<file path="config.mk">
export PLATFORM = sky130hd
export DESIGN_NAME = dbg_cmp_a
export DESIGN_NICKNAME = d
export VERILOG_FILES = /design/src/core/dbg_cmp_pkg.sv /design/src/core/match_if.sv /design/src/core/cmp_a_match.sv /design/src/core/dbg_cmp_a.sv
export VERILOG_INCLUDE_DIRS = /design/src /design/src/core
export SDC_FILE = /design/constraint.sdc
export NUM_CORES = 1
export LEC_CHECK = 0
export BUFFER_PORTS_ARGS = -buffer_cell sky130_fd_sc_hd__clkbuf_2
export CAP_MARGIN = 30
export CORE_UTILIZATION = 40
export CTS_CLUSTER_SIZE = 8
export DETAILED_ROUTE_END_ITERATION = 10
export PLACE_DENSITY = 0.69
export SETUP_SLACK_MARGIN = 0.4
export SLEW_MARGIN = 20
export SYNTH_ARGS = -nofsm -noshare
export SYNTH_HDL_FRONTEND = slang
export SYNTH_SLANG_ARGS = --single-unit
</file>
<file path="constraint.sdc">
create_clock -name clk_i -period 2.2 [get_ports clk_i]
set_clock_uncertainty 0.05 [all_clocks]
set_input_delay 0.33 -clock clk_i [delete_from_list [all_inputs] [get_ports clk_i]]
set_output_delay 0.33 -clock clk_i [all_outputs]
set_load 0.01 [all_outputs]
</file>
<file path="src/core/dbg_cmp_map.svh">
// register offsets, field positions and reset values of the comparator a block
`ifndef DBG_CMP_MAP_SVH
`define DBG_CMP_MAP_SVH
`define CMP_A_CTRL_OFFSET 12'h110
`define CMP_A_ADDR_OFFSET 12'h114
`define CMP_A_DATA_OFFSET 12'h118
`define ARM_CTRL_OFFSET 12'h100
`define STATE_OFFSET 12'h104
`define BIT_INVERT_DATA 6
`define BIT_PC_SELECT 5
`define BIT_DIR_VALUE 3
`define BIT_DIR_ENABLE 2
`define BIT_CMP_ON 0
`define CMP_A_CTRL_WMASK 8'h6D
`define CMP_A_CTRL_RESET 8'h00
`define CMP_A_ADDR_RESET 16'h0000
`define CMP_A_DATA_RESET 16'h0000
`define STATE_DISARMED 3'h0
`define STATE_FINAL 3'h4
`endif

</file>
<file path="src/core/dbg_cmp_pkg.sv">
// types shared by the comparator a block
package dbg_cmp_pkg;
    typedef enum logic [2:0] {
        SEQ_DISARMED = 3'h0,
        SEQ_STATE1 = 3'h1,
        SEQ_STATE2 = 3'h2,
        SEQ_STATE3 = 3'h3,
        SEQ_FINAL = 3'h4
    } seq_state_t;
endpackage

</file>
<file path="src/core/match_if.sv">
// carrier between control register and match logic
`timescale 1ns/1ns
interface match_if;
    logic [7:0] ctrl;
    logic [15:0] cmp_addr;
    logic [15:0] cmp_data;
    logic match;
    modport ctl(output ctrl, output cmp_addr, output cmp_data, input match);
    modport cmp(input ctrl, input cmp_addr, input cmp_data, output match);
endinterface

</file>
<file path="src/core/cmp_a_match.sv">
// match evaluation of comparator a
`timescale 1ns/1ns
`include "dbg_cmp_map.svh"
module cmp_a_match (
    input wire logic clk_i,
    input wire logic reset_i,
    input wire logic [15:0] bus_addr_i,
    input wire logic [15:0] bus_data_i,
    input wire logic bus_valid_i,
    input wire logic bus_read_i,
    input wire logic [15:0] pc_i,
    input wire logic pc_valid_i,
    match_if.cmp m
);
    logic match_reg;
    logic match_next;
    logic addr_hit;
    logic data_hit;
    logic dir_hit;
    always_comb begin
        match_next = 1'b0;
        addr_hit = 1'b0;
        data_hit = 1'b0;
        dir_hit = 1'b1;
        if (m.ctrl[`BIT_PC_SELECT]) begin // RQ5
            // direction and data tests drop out for pc compares
            match_next = pc_valid_i && (pc_i == m.cmp_addr); // RQ4 RQ7
        end else begin
            addr_hit = bus_valid_i && (bus_addr_i == m.cmp_addr);
            data_hit = (bus_data_i == m.cmp_data) ^ m.ctrl[`BIT_INVERT_DATA]; // RQ3
            if (m.ctrl[`BIT_DIR_ENABLE]) begin // RQ7
                dir_hit = (bus_read_i == m.ctrl[`BIT_DIR_VALUE]); // RQ6
            end
            match_next = addr_hit && data_hit && dir_hit;
        end
        if (!m.ctrl[`BIT_CMP_ON]) begin
            match_next = 1'b0; // RQ8
        end
    end
    always_ff @(posedge clk_i) begin
        if (reset_i) begin
            match_reg <= 1'b0;
        end else begin
            match_reg <= match_next;
        end
    end
    assign m.match = match_reg;
endmodule

</file>
<file path="src/core/dbg_cmp_a.sv">
// debug comparator a control with apb register access
//
// What this block does
// RQ1: state flag 000 disarmed, 1-3 intermediate, 100 final
// RQ2: control readable always, writable only when disarmed
// RQ3: bit 6 selects match on equal or differ
// RQ4: pc select makes data inversion ignored
// RQ5: bit 5 selects data or pc addresses
// RQ6: bit 3 write clear, read set, conditionally
// RQ7: bit 2 enables direction, ignored for pc
// RQ8: bit 0 on; off gives no match
// RQ9: bits 7, 4, 1 read zero
`timescale 1ns/1ns
`include "dbg_cmp_map.svh"
module dbg_cmp_a
    import dbg_cmp_pkg::*;
(
    input wire logic clk_i,
    input wire logic reset_i,
    input wire logic psel_i,
    input wire logic penable_i,
    input wire logic pwrite_i,
    input wire logic [11:0] paddr_i,
    input wire logic [31:0] pwdata_i,
    output logic [31:0] prdata_o,
    output logic pready_o,
    output logic pslverr_o,
    input wire logic [15:0] bus_addr_i,
    input wire logic [15:0] bus_data_i,
    input wire logic bus_valid_i,
    input wire logic bus_read_i,
    input wire logic [15:0] pc_i,
    input wire logic pc_valid_i,
    output logic match_o,
    output logic [2:0] sequencer_state_flag_o
);
    match_if mi();
    // comparator setup registers
    logic [7:0] ctrl_reg;
    logic [7:0] ctrl_next;
    logic [15:0] addr_reg;
    logic [15:0] addr_next;
    logic [15:0] data_reg;
    logic [15:0] data_next;
    // sequencer state
    seq_state_t seq_reg;
    seq_state_t seq_next;
    // bus response
    logic [31:0] rdata_reg;
    logic [31:0] rdata_next;
    logic ready_reg;
    logic ready_next;
    logic err_reg;
    logic err_next;
    // armed match
    logic match_reg;
    logic match_next;
    // access decode
    logic setup;
    logic armed;
    logic wr_open;
    logic sel_ctrl;
    logic sel_addr;
    logic sel_data;
    logic sel_arm;
    logic sel_state;
    logic sel_none;
    assign setup = psel_i && !penable_i;
    assign armed = (seq_reg != SEQ_DISARMED);
    // setup registers lock while armed so a running compare cannot be retargeted
    assign wr_open = setup && pwrite_i && !armed; // RQ2
    // one-hot decode of the word address, used in the setup cycle only
    always_comb begin
        sel_ctrl = 1'b0;
        sel_addr = 1'b0;
        sel_data = 1'b0;
        sel_arm = 1'b0;
        sel_state = 1'b0;
        sel_none = 1'b0;
        case (paddr_i)
            `CMP_A_CTRL_OFFSET: begin
                sel_ctrl = 1'b1;
            end
            `CMP_A_ADDR_OFFSET: begin
                sel_addr = 1'b1;
            end
            `CMP_A_DATA_OFFSET: begin
                sel_data = 1'b1;
            end
            `ARM_CTRL_OFFSET: begin
                sel_arm = 1'b1;
            end
            `STATE_OFFSET: begin
                sel_state = 1'b1;
            end
            default: begin
                sel_none = 1'b1;
            end
        endcase
    end
    // setup registers: only the implemented control bits are stored
    always_comb begin
        ctrl_next = ctrl_reg;
        addr_next = addr_reg;
        data_next = data_reg;
        if (wr_open && sel_ctrl) begin // RQ2
            ctrl_next = pwdata_i[7:0] & `CMP_A_CTRL_WMASK; // RQ9
        end
        if (wr_open && sel_addr) begin
            addr_next = pwdata_i[15:0];
        end
        if (wr_open && sel_data) begin
            data_next = pwdata_i[15:0];
        end
    end
    always_ff @(posedge clk_i) begin
        if (reset_i) begin
            ctrl_reg <= `CMP_A_CTRL_RESET;
            addr_reg <= `CMP_A_ADDR_RESET;
            data_reg <= `CMP_A_DATA_RESET;
        end else begin
            ctrl_reg <= ctrl_next;
            addr_reg <= addr_next;
            data_reg <= data_next;
        end
    end
    // sequencer: arm enters state1, each armed match steps one state on to final
    always_comb begin
        seq_next = seq_reg;
        case (seq_reg)
            SEQ_DISARMED: begin
                seq_next = SEQ_DISARMED;
            end
            SEQ_STATE1: begin
                if (match_reg) begin
                    seq_next = SEQ_STATE2;
                end
            end
            SEQ_STATE2: begin
                if (match_reg) begin
                    seq_next = SEQ_STATE3;
                end
            end
            SEQ_STATE3: begin
                if (match_reg) begin
                    seq_next = SEQ_FINAL;
                end
            end
            SEQ_FINAL: begin
                seq_next = SEQ_FINAL;
            end
            default: begin
                // reserved codes are never entered; fall back to disarmed
                seq_next = SEQ_DISARMED; // RQ1
            end
        endcase
        // software arming or disarming wins over a match in the same cycle
        if (setup && pwrite_i && sel_arm) begin
            if (pwdata_i[0]) begin
                seq_next = SEQ_STATE1;
            end else begin
                seq_next = SEQ_DISARMED;
            end
        end
    end
    always_ff @(posedge clk_i) begin
        if (reset_i) begin
            seq_reg <= SEQ_DISARMED;
        end else begin
            seq_reg <= seq_next;
        end
    end
    // bus response: no wait states, read data held until the next access
    always_comb begin
        rdata_next = rdata_reg;
        ready_next = 1'b0;
        err_next = 1'b0;
        if (setup) begin
            ready_next = 1'b1;
            rdata_next = 32'h0000_0000;
            if (sel_ctrl) begin
                rdata_next = {24'h00_0000, ctrl_reg & `CMP_A_CTRL_WMASK}; // RQ2 RQ9
            end
            if (sel_addr) begin
                rdata_next = {16'h0000, addr_reg};
            end
            if (sel_data) begin
                rdata_next = {16'h0000, data_reg};
            end
            if (sel_arm) begin
                rdata_next = {31'h0000_0000, armed};
            end
            if (sel_state) begin
                rdata_next = {29'h0000_0000, seq_reg}; // RQ1
            end
            // unmapped words answer with an error and read as zero
            err_next = sel_none;
        end
    end
    always_ff @(posedge clk_i) begin
        if (reset_i) begin
            rdata_reg <= 32'h0000_0000;
            ready_reg <= 1'b0;
            err_reg <= 1'b0;
        end else begin
            rdata_reg <= rdata_next;
            ready_reg <= ready_next;
            err_reg <= err_next;
        end
    end
    // raw compare is qualified once more so match_o only shows armed hits
    always_comb begin
        match_next = mi.match && armed;
    end
    always_ff @(posedge clk_i) begin
        if (reset_i) begin
            match_reg <= 1'b0;
        end else begin
            match_reg <= match_next;
        end
    end
    assign mi.ctrl = ctrl_reg;
    assign mi.cmp_addr = addr_reg;
    assign mi.cmp_data = data_reg;
    cmp_a_match u_match (
        .clk_i(clk_i),
        .reset_i(reset_i),
        .bus_addr_i(bus_addr_i),
        .bus_data_i(bus_data_i),
        .bus_valid_i(bus_valid_i),
        .bus_read_i(bus_read_i),
        .pc_i(pc_i),
        .pc_valid_i(pc_valid_i),
        .m(mi.cmp)
    );
    assign prdata_o = rdata_reg;
    assign pready_o = ready_reg;
    assign pslverr_o = err_reg;
    assign match_o = match_reg;
    assign sequencer_state_flag_o = seq_reg; // RQ1
endmodule

</file>
### Word level (Yosys, flattened, before mapping)

Index checks and enable logic that the tools add are counted.

| operators by class | value |
|---|---|
| add/sub/neg operators | 0 |
| $mul | 0 |
| divide/modulo/power cells | 0 |
| magnitude comparators | 0 |
| equal/unequal tests | 16 |
| shift operators | 0 |
| muxes and demuxes | 21 |
| bitwise operators | 3 |
| reduce and logical (&&, ||, !) cells | 19 |

Operators by type and width:

| operator | count |
|---|---|
| $mux 32 | 4 |
| $eq 12x9->1 const B | 5 |
| $eq 16x16->1 | 3 |
| $logic_and 1x1->1 | 12 |
| $mux 3 | 4 |
| $pmux 3 s4 | 1 |
| $mux 1 | 11 |
| $ne 3x3->1 const B | 3 |
| $mux 7 | 1 |
| $eq 3x2->1 const B | 2 |
| $reduce_or 5->1 | 1 |
| $reduce_or 2->1 | 2 |
| $eq 3x1->1 const B | 1 |
| $eq 3x3->1 const B | 1 |
| $reduce_and 3->1 | 1 |
| $reduce_bool 3->1 | 1 |
| $logic_not 1->1 | 2 |
| $not 1->1 | 2 |
| $eq 1x1->1 | 1 |
| $xor 1x1->1 | 1 |

| storage, ports and cells | value |
|---|---|
| register bits | 76 |
| bits in latches | 0 |
| memory bits (writable) | 0 |
| memory bits (read-only) | 0 |
| output and inout port bits | 38 |
| logic and storage cells | 68 |
| memories | 0 |

### Longest topological paths before layout

Gate-level depths: netlist (run 1).

| logic depth | value |
|---|---|
| word-level depth | 7 |
| gate-level depth with buffers | 8 |
| gate-level depth less buffers | 5 |

### Cells and area by module

From an unflattened synthesis (run 1), not the netlist that was laid out.

| unflattened totals | value |
|---|---|
| cells, all modules | 399 |
| area, all modules | 3288.2 um^2 |

Modules (own cells, without submodules):

| module | times used | cells each | area each (um^2) | seq. area each (um^2) |
|---|---|---|---|---|
| dbg_cmp_a | 1 | 327 | 2696.3 | 1181.1 |
| cmp_a_match | 1 | 72 | 591.8 | 20.0 |

### Least setup slack after synthesis (run 1)

OpenSTA, ideal clock, no wires.

| path | value |
|---|---|
| path type | input to register |
| start point | input port paddr_i[9] |
| end point | register addr_reg[10] |
| library setup time | 0.136 ns |
| arrival | 1.778 ns |
| slack | 0.236 ns |
| stages | 7 |
| cell sequence | nor4b_4 nand4_4 or4_4 buf_6 buf_6 nand2_2 a21oi_2 |

| between the ends | value |
|---|---|
| cells in the longest elaborated chain, start to end | 3 |

RTL lines:

| item | RTL line | RTL |
|---|---|---|
| from (decl) | dbg_cmp_a.sv:23 | `input wire logic [11:0] paddr_i,` |
| $eq 12x9->1 | dbg_cmp_a.sv:80 | `case (paddr_i)` |
| $mux 1 | dbg_cmp_a.sv:80 |  |
| $logic_and 1x1->1 | dbg_cmp_a.sv:109 | `if (wr_open && sel_addr) begin` |
| to (signal assigned) | dbg_cmp_a.sv:119 | `` addr_reg <= `CMP_A_ADDR_RESET; `` |
| to (signal assigned) | dbg_cmp_a.sv:123 | `addr_reg <= addr_next;` |
| to (decl) | dbg_cmp_a.sv:41 | `logic [15:0] addr_reg;` |

Every way passes these cells.
A chain may end at the register's enable or synchronous reset.

### Worst setup path in the final report (run 1)

| path | value |
|---|---|
| start point | register seq_reg[0] (netlist: sequencer_state_flag_o[0]) |
| end point | register addr_reg[4] |

| between the ends | value |
|---|---|
| cells in the longest elaborated chain, start to end | 4 |

RTL lines:

| item | RTL line | RTL |
|---|---|---|
| from (decl) | dbg_cmp_a.sv:46 | `seq_state_t seq_reg;` |
| from (signal assigned) | dbg_cmp_a.sv:170 | `seq_reg <= seq_next;` |
| $reduce_bool 3->1 | dbg_cmp_a.sv:69 | `assign armed = (seq_reg != SEQ_DISARMED);` |
| $logic_not 1->1 | dbg_cmp_a.sv:71 | `assign wr_open = setup && pwrite_i && !armed;` |
| $logic_and 1x1->1 | dbg_cmp_a.sv:71 |  |
| $logic_and 1x1->1 | dbg_cmp_a.sv:109 |  |

Every way passes these cells.

==> results of run 1 <==
-- power breakdown --
part / internal, mW / leakage, nW / switching (mW)
clock: 0.701 / 0.112 / 0.452
sequential: 1.09 / 0.485 / 0.00185
combinational: 0.0999 / 1.04 / 0.131
-- stage by stage --
| stage | total power [mW] | hold WS [ns] | util (%) |
|---|---|---|---|
| after detailed placement | 1.34 | 0.402 | 49.4 |
| final | 2.48 | 0.168 | 53.0 |
| after global routing | 2.57 | 0.164 | 53.0 |
| after floorplan | 1.25 | 0.361 | - |
| after CTS | 2.49 | 0.160 | 52.6 |
| after global placement | 1.34 | 0.394 | 49.4 |
-- cell usage after synthesis (all sizes together) --
library cell and n:
a2111oi 1, a21boi 1, a21oi 49, a22oi 11, a2bb2oi 1, and2 2
and3 2, and4 3, buf 23, clkbuf 16, conb 1, dfxtp 60
inv 1, mux2 1, mux2i 10, nand2 74, nand2b 2, nand3 5
nand3b 1, nand4 9, nand4b 1, nand4bb 1, nor2 23, nor2b 3
nor3 18, nor3b 2, nor4 7, nor4b 2, o21ai 7, o22ai 1
o2bb2ai 2, or3 2, or4 1, xnor2 28, xor2 23
-- final timing paths --
path,endpoint,slack [ns],start
worst max-delay path,addr_reg[4],0.44,sequencer_state_flag_o[0]
worst min register to register,prdata_o[5],0.41,prdata_o[5]
worst min-delay path,addr_reg[4],0.17,pwdata_i[4]
worst max register to register,addr_reg[4],0.44,sequencer_state_flag_o[0]
-- worst reg2reg max path: stages, from the launching register on --
cell and delay, ns:
dfxtp_1 0.31, or3_4 0.45, or4_4 0.65, nand2_1 0.11, a21oi_1 0.05
-- cell families (layout without fill, tap and decap cells) --
kind of cell	after synthesis	in the layout	share of synthesized area (%)
AOI/OAI and AO/OA	73	73	13.7
xor gates and xnor gates	51	51	13.6
muxes	11	11	3.39
buffers and inverters	40	136	7.13
other	1	16	0.114
DFF	60	60	36.6
and+or+nand+nor	158	159	25.5
-- layout make-up --
| type | count | area [sq um] | share of cell area, % |
|---|---|---|---|
| multi-input combinational | 310 | 1920 | 46.3 |
| sequential | 60 | 1200 | 29.0 |
| timing repair buffer | 119 | 663 | 16.0 |
| clock buffer | 11 | 151 | 3.64 |
| tap | 102 | 128 | 3.07 |
| clock inverter | 5 | 83.8 | 2.02 |
| inverter | 1 | 3.75 | 0.0903 |
-- per-layer routing --
metal	up-vias	wire length [um]	GRT usage, %
met5	-	0	0
met4	0	213	6.90
met3	18	505	6.16
met2	107	4530	38.5
met1	1433	3950	27.1
li1	1543	-	-
-- timing repair --
item / 4_1_cts / 5_1_grt
endpoints found under the setup margin: 16 / 20
pin swaps: 1 / 3
buffers inserted: 0 / 2
gates cloned: 1 / 0
gates resized for setup: 2 / 6
==> results.yml, run 1 <==
die:
  initial_core_util_pct: 41.8
  core_sq_um: 7850
  die_y_um: 92.6
  die_w_um: 92.6
  die_area_sq_um: 8570
  placementRows: 32
  io_pins: 138
run:
  cap_violations: 0
status:
  status: "complete, no violations"
placed_design:
  gp_congestion: 0.859
  place_area_sq_um: 3880
  dp_hpwl_mm: 6.90
  portBuffers: 105
  dpl_worst_slack_ns: 0.0933
  placed_cells: 589
clocking:
  clock_latency_ns: 0.34
  clk_path_buf_depth: 2
  cts_buffers: 9
  cts_root_buffer: "clkbuf_8"
  clk_pin_slew_ns: 0.07
  ctsHoldBuffers: 0
  cts_sinks: 60
  ctsHtreeMaxLevel: 3
  cts_tree: "yes"
yosys:
  synthTopCellsByArea: "dfxtp_1 (37%), xnor2_1 (7.5%), nand2_1 (7.3%), xor2_1 (6.1%), a21oi_1 (5.9%)"
  syn_area_per_cell_sq_um: 8.33
  synth_cell_types: 42
  ys_seq_area_share_pct: 36.6
  yosys_warnings: 0
  ys_ff_latch: 60
  netlist_area_sq_um: 3280
  synth_top_area_share_pct: 36.6
  postSynthCellCount: 394
  synth_area_leader_cell: "dfxtp_1"
worst_setup_path:
  endpoint_kind: "flop"
  slowest_stage: "or4_4"
  cp.depth: 4
  critical_path.max_fanout: 8
  cp_num_buf_inv: 0
  worst-endpoint-required_ns: 2.35
  cp_top_family: "simple AND/OR/NAND/NOR gates"
  critical_path.max_stage_delay_ns: 0.65
  worstPathCellList: "or3_4 -> or4_4 -> nand2_1 -> a21oi_1"
  setup.worst_path.start_class: "flop"
  crit_type: "reg2reg"
  rr_worst_depth: 4
  cp.arrival_ns: 1.91
power_and_ir_drop:
  ir_worst_vdd_mv: 0.468
  power_density_nw_per_um2: 596
  total_leakage_power_nw: 1.63
global_route:
  grt_pass1_vias: 2952
  grt_overflow: 0
  grt_usage_pct: 22.4
  grt_start_max_net_pins: 59
  grt_pass1_wl_mm: 14.6
  antenna_found_initial: 0
cells_and_area:
  area_growth_pct: 26.6
  final-instance-count-excl-fill: 608
  design_area_sq_um: 4160
  fin_nets: 601
  final_common_cell: "clkbuf_2"
  nFillCells: 763
  antenna_cells: 0
  drive_gt1_share_pct: 33.0
  mostFrequentLayoutCells: "clkbuf_2 (105), nand2_1 (64), dfxtp_1 (58), a21oi_1 (39), xnor2_1 (28)"
sta:
  worst_pin_slew_ns: 0.823
  final-setup-viol-count: 0
  hold_viol: 0
  relSlewSlack_pct: 45.2
  period_minus_slack_ns: 1.76
  fmax_mhz: 568
  grt_setup_unrepaired: "false"
  slew_viol_final: 0
  finalSetupTns_ns: 0
  final.setup.worst_slack_ns: 0.440
  period_share_pct: 80.0
routing:
  drt.antenna.violating_nets: 0
  avgViaCountPerCell: 5.10
  remaining_drc_errors: 0
  first_pass_iters: 4
  wirelength_mm: 9.20
  vias: 3101
  dr.first_iter.drc_count: 146
  post_drt_wl_per_cell_um: 15.1
hold_path:
  min_path_type: "in2reg"
  holdPathStages: 3
No activity file was read; power rests on OpenSTA's default activity.
==> run 2, diff against run 1 <==
==> constraint.sdc (replaced) <==
create_clock -name clk_i -period 1.81 [get_ports clk_i]
set_clock_uncertainty 0.05 [all_clocks]
set_input_delay 0.2715 -clock clk_i [delete_from_list [all_inputs] [get_ports clk_i]]
set_output_delay 0.2715 -clock clk_i [all_outputs]
set_load 0.01 [all_outputs]
==> results.yml, run 2 (same netlist as run 1, synthesis figures left out) <==
global_route:
  grt_pass1_wl_mm: 15.5
  antenna_found_initial: 0
  grt_start_max_net_pins: 59
  grt_usage_pct: 23.6
  grt_overflow: 0
  grt_pass1_vias: 3188
cells_and_area:
  mostFrequentLayoutCells: "clkbuf_2 (102), dfxtp_1 (46), nand2_1 (45), a21oi_1 (37), nand2_2 (27)"
  final_util_pct: 57.4
  fin_nets: 623
  final_common_cell: "clkbuf_2"
  antenna_cells: 0
  area_growth_pct: 37.2
  drive_gt1_share_pct: 44.3
  nFillCells: 734
placed_design:
  dp_hpwl_mm: 7.06
  dpl_worst_slack_ns: -0.140
  gp_congestion: 0.831
  portBuffers: 105
sta:
  hold_viol: 0
  worst_pin_slew_ns: 0.686
  period_share_pct: 96.2
  slew_viol_final: 0
  relSlewSlack_pct: 54.3
  final.setup.worst_slack_ns: 0.0689
  final-setup-viol-count: 0
  grt_setup_unrepaired: "true"
  period_minus_slack_ns: 1.74
  fmax_mhz: 574
worst_setup_path:
  endpoint_kind: "flop"
  cp.arrival_ns: 1.88
  reg2reg_slack_ns: 0.07
  critical_path.max_fanout: 8
  setup.worst_path.start_class: "flop"
  worst-endpoint-required_ns: 1.95
  crit_type: "reg2reg"
routing:
  first_pass_iters: 5
  post_drt_wl_per_cell_um: 15.8
  avgViaCountPerCell: 5.25
  wirelength_mm: 9.91
  remaining_drc_errors: 0
  dr.first_iter.drc_count: 238
  vias: 3297
  drt.antenna.violating_nets: 0
die:
  initial_core_util_pct: 41.8
  io_pins: 138
  die_y_um: 92.6
  die_w_um: 92.6
  core_sq_um: 7850
  placementRows: 32
  die_area_sq_um: 8570
power_and_ir_drop:
  power_density_nw_per_um2: 590
  total_leakage_power_nw: 1.80
  ir_worst_vdd_mv: 0.358
status:
  status: "complete, no violations"
clocking:
  cts_tree: "yes"
  cts_root_buffer: "clkbuf_8"
  ctsHoldBuffers: 0
  cts_sinks: 60
  ctsHtreeMaxLevel: 3
  clock_latency_ns: 0.34
  clk_pin_slew_ns: 0.06
  cts_buffers: 9
  clk_path_buf_depth: 2
run:
  cap_violations: 0
hold_path:
  min_path_type: "in2reg"
run 2: changes by cell type in the layout (fill, tap and decap cells not counted), moves of 6 or more:
| cell | previous run | this run |
|---|---|---|
| nand2_1 | 64 | 45 |
| nand2_2 | 10 | 27 |
| buf_4 | 10 | 24 |
| dfxtp_1 | 58 | 46 |
| dfxtp_2 | 2 | 12 |
| buf_6 | 2 | 10 |
| xnor2_1 | 28 | 21 |
| xnor2_2 | 0 | 6 |
run 2: through the flow:
stage	cell area (sq um)	cells	TNS (ns)	hold slack [ns]	power [mW]
6_report	4500	628	0	0.115	2.66
5_1_grt	4500	628	0	0.119	2.76
4_1_cts	4320	624	0	0.101	2.65
3_5_place_dp	4000	605	-3.50	0.396	1.64
3_3_place_gp	4000	605	-2.43	0.394	1.64
2_1_floorplan	3380	409	-0.527	0.302	1.52
run 2: path summary, 6_finish.rpt:
check / startpoint / to / cells after the start
min: pwdata_i[13] / data_reg[13] / 3
max reg2reg: sequencer_state_flag_o[1] / addr_reg[2] / 4
max: sequencer_state_flag_o[1] / addr_reg[2] / 4
min reg2reg: prdata_o[5] / prdata_o[5] / 2
run 2: metal layers:
| layer | routed length [um] | track usage (%) | part of all wire (%) |
|---|---|---|---|
| met1 | 4030 | 28.4 | 41 |
| met2 | 4930 | 40.4 | 50 |
| met3 | 770 | 6.57 | 7.8 |
| met4 | 179 | 7.55 | 1.8 |
| met5 | 0 | 0 | 0 |
run 2: area by class of cell:
class                   instances  area, sq um  share of cell area, %
clock inverters                 3         15.0                  0.333
clock buffers                  11          141                   3.14
well taps                     102          128                   2.83
multi-input cells             310         2090                   46.3
repair buffers                141          905                   20.1
inverters                       1         3.75                 0.0834
flip-flops and latches         60         1220                   27.2
run 2: critical path: stages (launching register included):
cell	delay (ns)
dfxtp_2	0.32
or3_4	0.42
or4_4	0.64
nand2_1	0.10
a21oi_1	0.06
run 2: where the power goes:
group,internal [mW],total [mW],switching (mW)
combinational,0.141,0.312,0.171
sequential,1.32,1.33,0.00251
clock,0.511,1.02,0.508
total,1.97,2.66,0.681
run 2: repair_timing:
action                                 CTS  global route
gates cloned                             2             1
buffers inserted                         3             3
endpoints found under the hold margin    0             0
pin swaps                               32            17
setup endpoints to repair               45            42
resized for setup                       35            37
==> run 3, diff against run 2 <==
--- a/config.mk
+++ b/config.mk
@@ -8,11 +8,12 @@
 export LEC_CHECK = 0
 export BUFFER_PORTS_ARGS = -buffer_cell sky130_fd_sc_hd__clkbuf_2
 export CAP_MARGIN = 30
+export CORE_MARGIN = 2
 export CORE_UTILIZATION = 40
 export CTS_CLUSTER_SIZE = 8
 export DETAILED_ROUTE_END_ITERATION = 10
 export PLACE_DENSITY = 0.69
-export SETUP_SLACK_MARGIN = 0.4
+export SETUP_SLACK_MARGIN = 0.5
 export SLEW_MARGIN = 20
 export SYNTH_ARGS = -nofsm -noshare
 export SYNTH_HDL_FRONTEND = slang
==> results.yml, run 3 (same netlist as run 1, synthesis figures left out) <==
clocking:
  ctsHtreeMaxLevel: 3
  clk_pin_slew_ns: 0.08
  clk_path_buf_depth: 2
  cts_root_buffer: "clkbuf_8"
  cts_buffers: 9
  cts_tree: "yes"
  ctsHoldBuffers: 0
  clock_latency_ns: 0.35
  cts_sinks: 60
cells_and_area:
  area_growth_pct: 45.9
  fin_nets: 625
  final_util_pct: 59.2
  drive_gt1_share_pct: 50.4
  antenna_cells: 0
  final_common_cell: "clkbuf_2"
  nFillCells: 702
  mostFrequentLayoutCells: "clkbuf_2 (101), nand2_1 (45), dfxtp_1 (43), a21oi_1 (31), nand2_2 (27)"
worst_setup_path:
  worst-endpoint-required_ns: 1.97
  crit_type: "reg2reg"
  cp.arrival_ns: 1.96
  endpoint_kind: "flop"
  critical_path.max_fanout: 16
  setup.worst_path.start_class: "flop"
routing:
  post_drt_wl_per_cell_um: 16.5
  wirelength_mm: 10.5
  remaining_drc_errors: 0
  drt.antenna.violating_nets: 0
  first_pass_iters: 5
  avgViaCountPerCell: 5.21
  vias: 3306
  dr.first_iter.drc_count: 212
placed_design:
  portBuffers: 105
  gp_congestion: 0.891
  dp_hpwl_mm: 7.36
sta:
  worst_pin_slew_ns: 0.695
  final-setup-viol-count: 0
  period_minus_slack_ns: 1.80
  slew_viol_final: 0
  fmax_mhz: 556
  holdWs_ns: 0.106
  hold_viol: 0
  relSlewSlack_pct: 53.7
  finalSetupTns_ns: 0
  grt_setup_unrepaired: "true"
  period_share_pct: 99.4
die:
  die_y_um: 94.6
  die_area_sq_um: 8950
  core_sq_um: 8090
  placementRows: 33
  die_w_um: 94.6
  io_pins: 138
  initial_core_util_pct: 40.6
status:
  status: "complete, no violations"
power_and_ir_drop:
  power_density_nw_per_um2: 609
  fin_total_pwr_mw: 2.92
  ir_worst_vdd_mv: 0.406
  total_leakage_power_nw: 1.97
global_route:
  antenna_found_initial: 0
  grt_start_max_net_pins: 59
  grt_pass1_vias: 3131
  grt_usage_pct: 23.0
  grt_pass1_wl_mm: 15.6
  grt_overflow: 0
hold_path:
  min_path_type: "in2reg"
run:
  cap_violations: 0
run 3: cell types whose count changed in the layout (fill, tap and decap cells not counted), sizes merged:
| cell | change |
|---|---|
| buf | +5 |
| bufinv | +1 |
| clkbuf | -1 |
| clkinv | -1 |
| clkinvlp | +1 |
| or4 | -1 |
run 3: area by class of cell:
class,instances,area (sq um),area share [%]
multi-input cells,309,2260,47.2
flip-flops and latches,60,1220,25.5
repair buffers,144,970,20.3
clock buffers,12,155,3.24
well taps,105,131,2.74
clock inverters,4,47.5,0.993
inverters,1,3.75,0.0784
run 3: timing repair:
item | in CTS | in global routing
resized for setup | 30 | 91
pin swaps | 19 | 26
buffers inserted | 5 | 3
endpoints found under the hold margin | 0 | 0
gates cloned | 1 | 1
endpoints found under the setup margin | 45 | 59
run 3: final timing paths:
check                                                from           end  slack [ns]  depth (start not counted)
worst max-delay path            sequencer_state_flag_o[0]  addr_reg[15]        0.01                          4
worst min-delay path                          pwdata_i[7]   data_reg[7]        0.11                          3
worst max register to register  sequencer_state_flag_o[0]  addr_reg[15]        0.01                          4
worst min register to register                prdata_o[6]   prdata_o[6]        0.41                          2
run 3: through the flow:
stage | instance area, sq um | instances | worst slack [ns]
6_report | 4790 | 635 | 0.0101
5_1_grt | 4790 | 635 | -0.0347
4_1_cts | 4410 | 631 | 0.0647
3_5_place_dp | 4030 | 609 | -0.0798
3_3_place_gp | 4030 | 609 | -0.0724
2_1_floorplan | 3400 | 409 | -0.0542
run 3: metal layers:
layer | vias up | global-route usage [%] | wire [um]
met2 | 135 | 38.4 | 5240
met1 | 1578 | 29.3 | 4420
met4 | 0 | 6.64 | 163
met5 | - | 0 | 0
li1 | 1579 | - | -
met3 | 14 | 5.91 | 680
run 3: report_power, final:
group          internal, mW  leakage [nW]  switching, mW
clock                 0.707         0.102          0.558
sequential             1.32         0.493        0.00269
combinational         0.143          1.38          0.183
total                  2.17          1.97          0.743
run 3: critical path, cell delays in order (launching register included):
cell     delay [ns]
dfxtp_2        0.32
or3_4          0.40
or4_4          0.68
nand2_2        0.13
a21oi_2        0.05
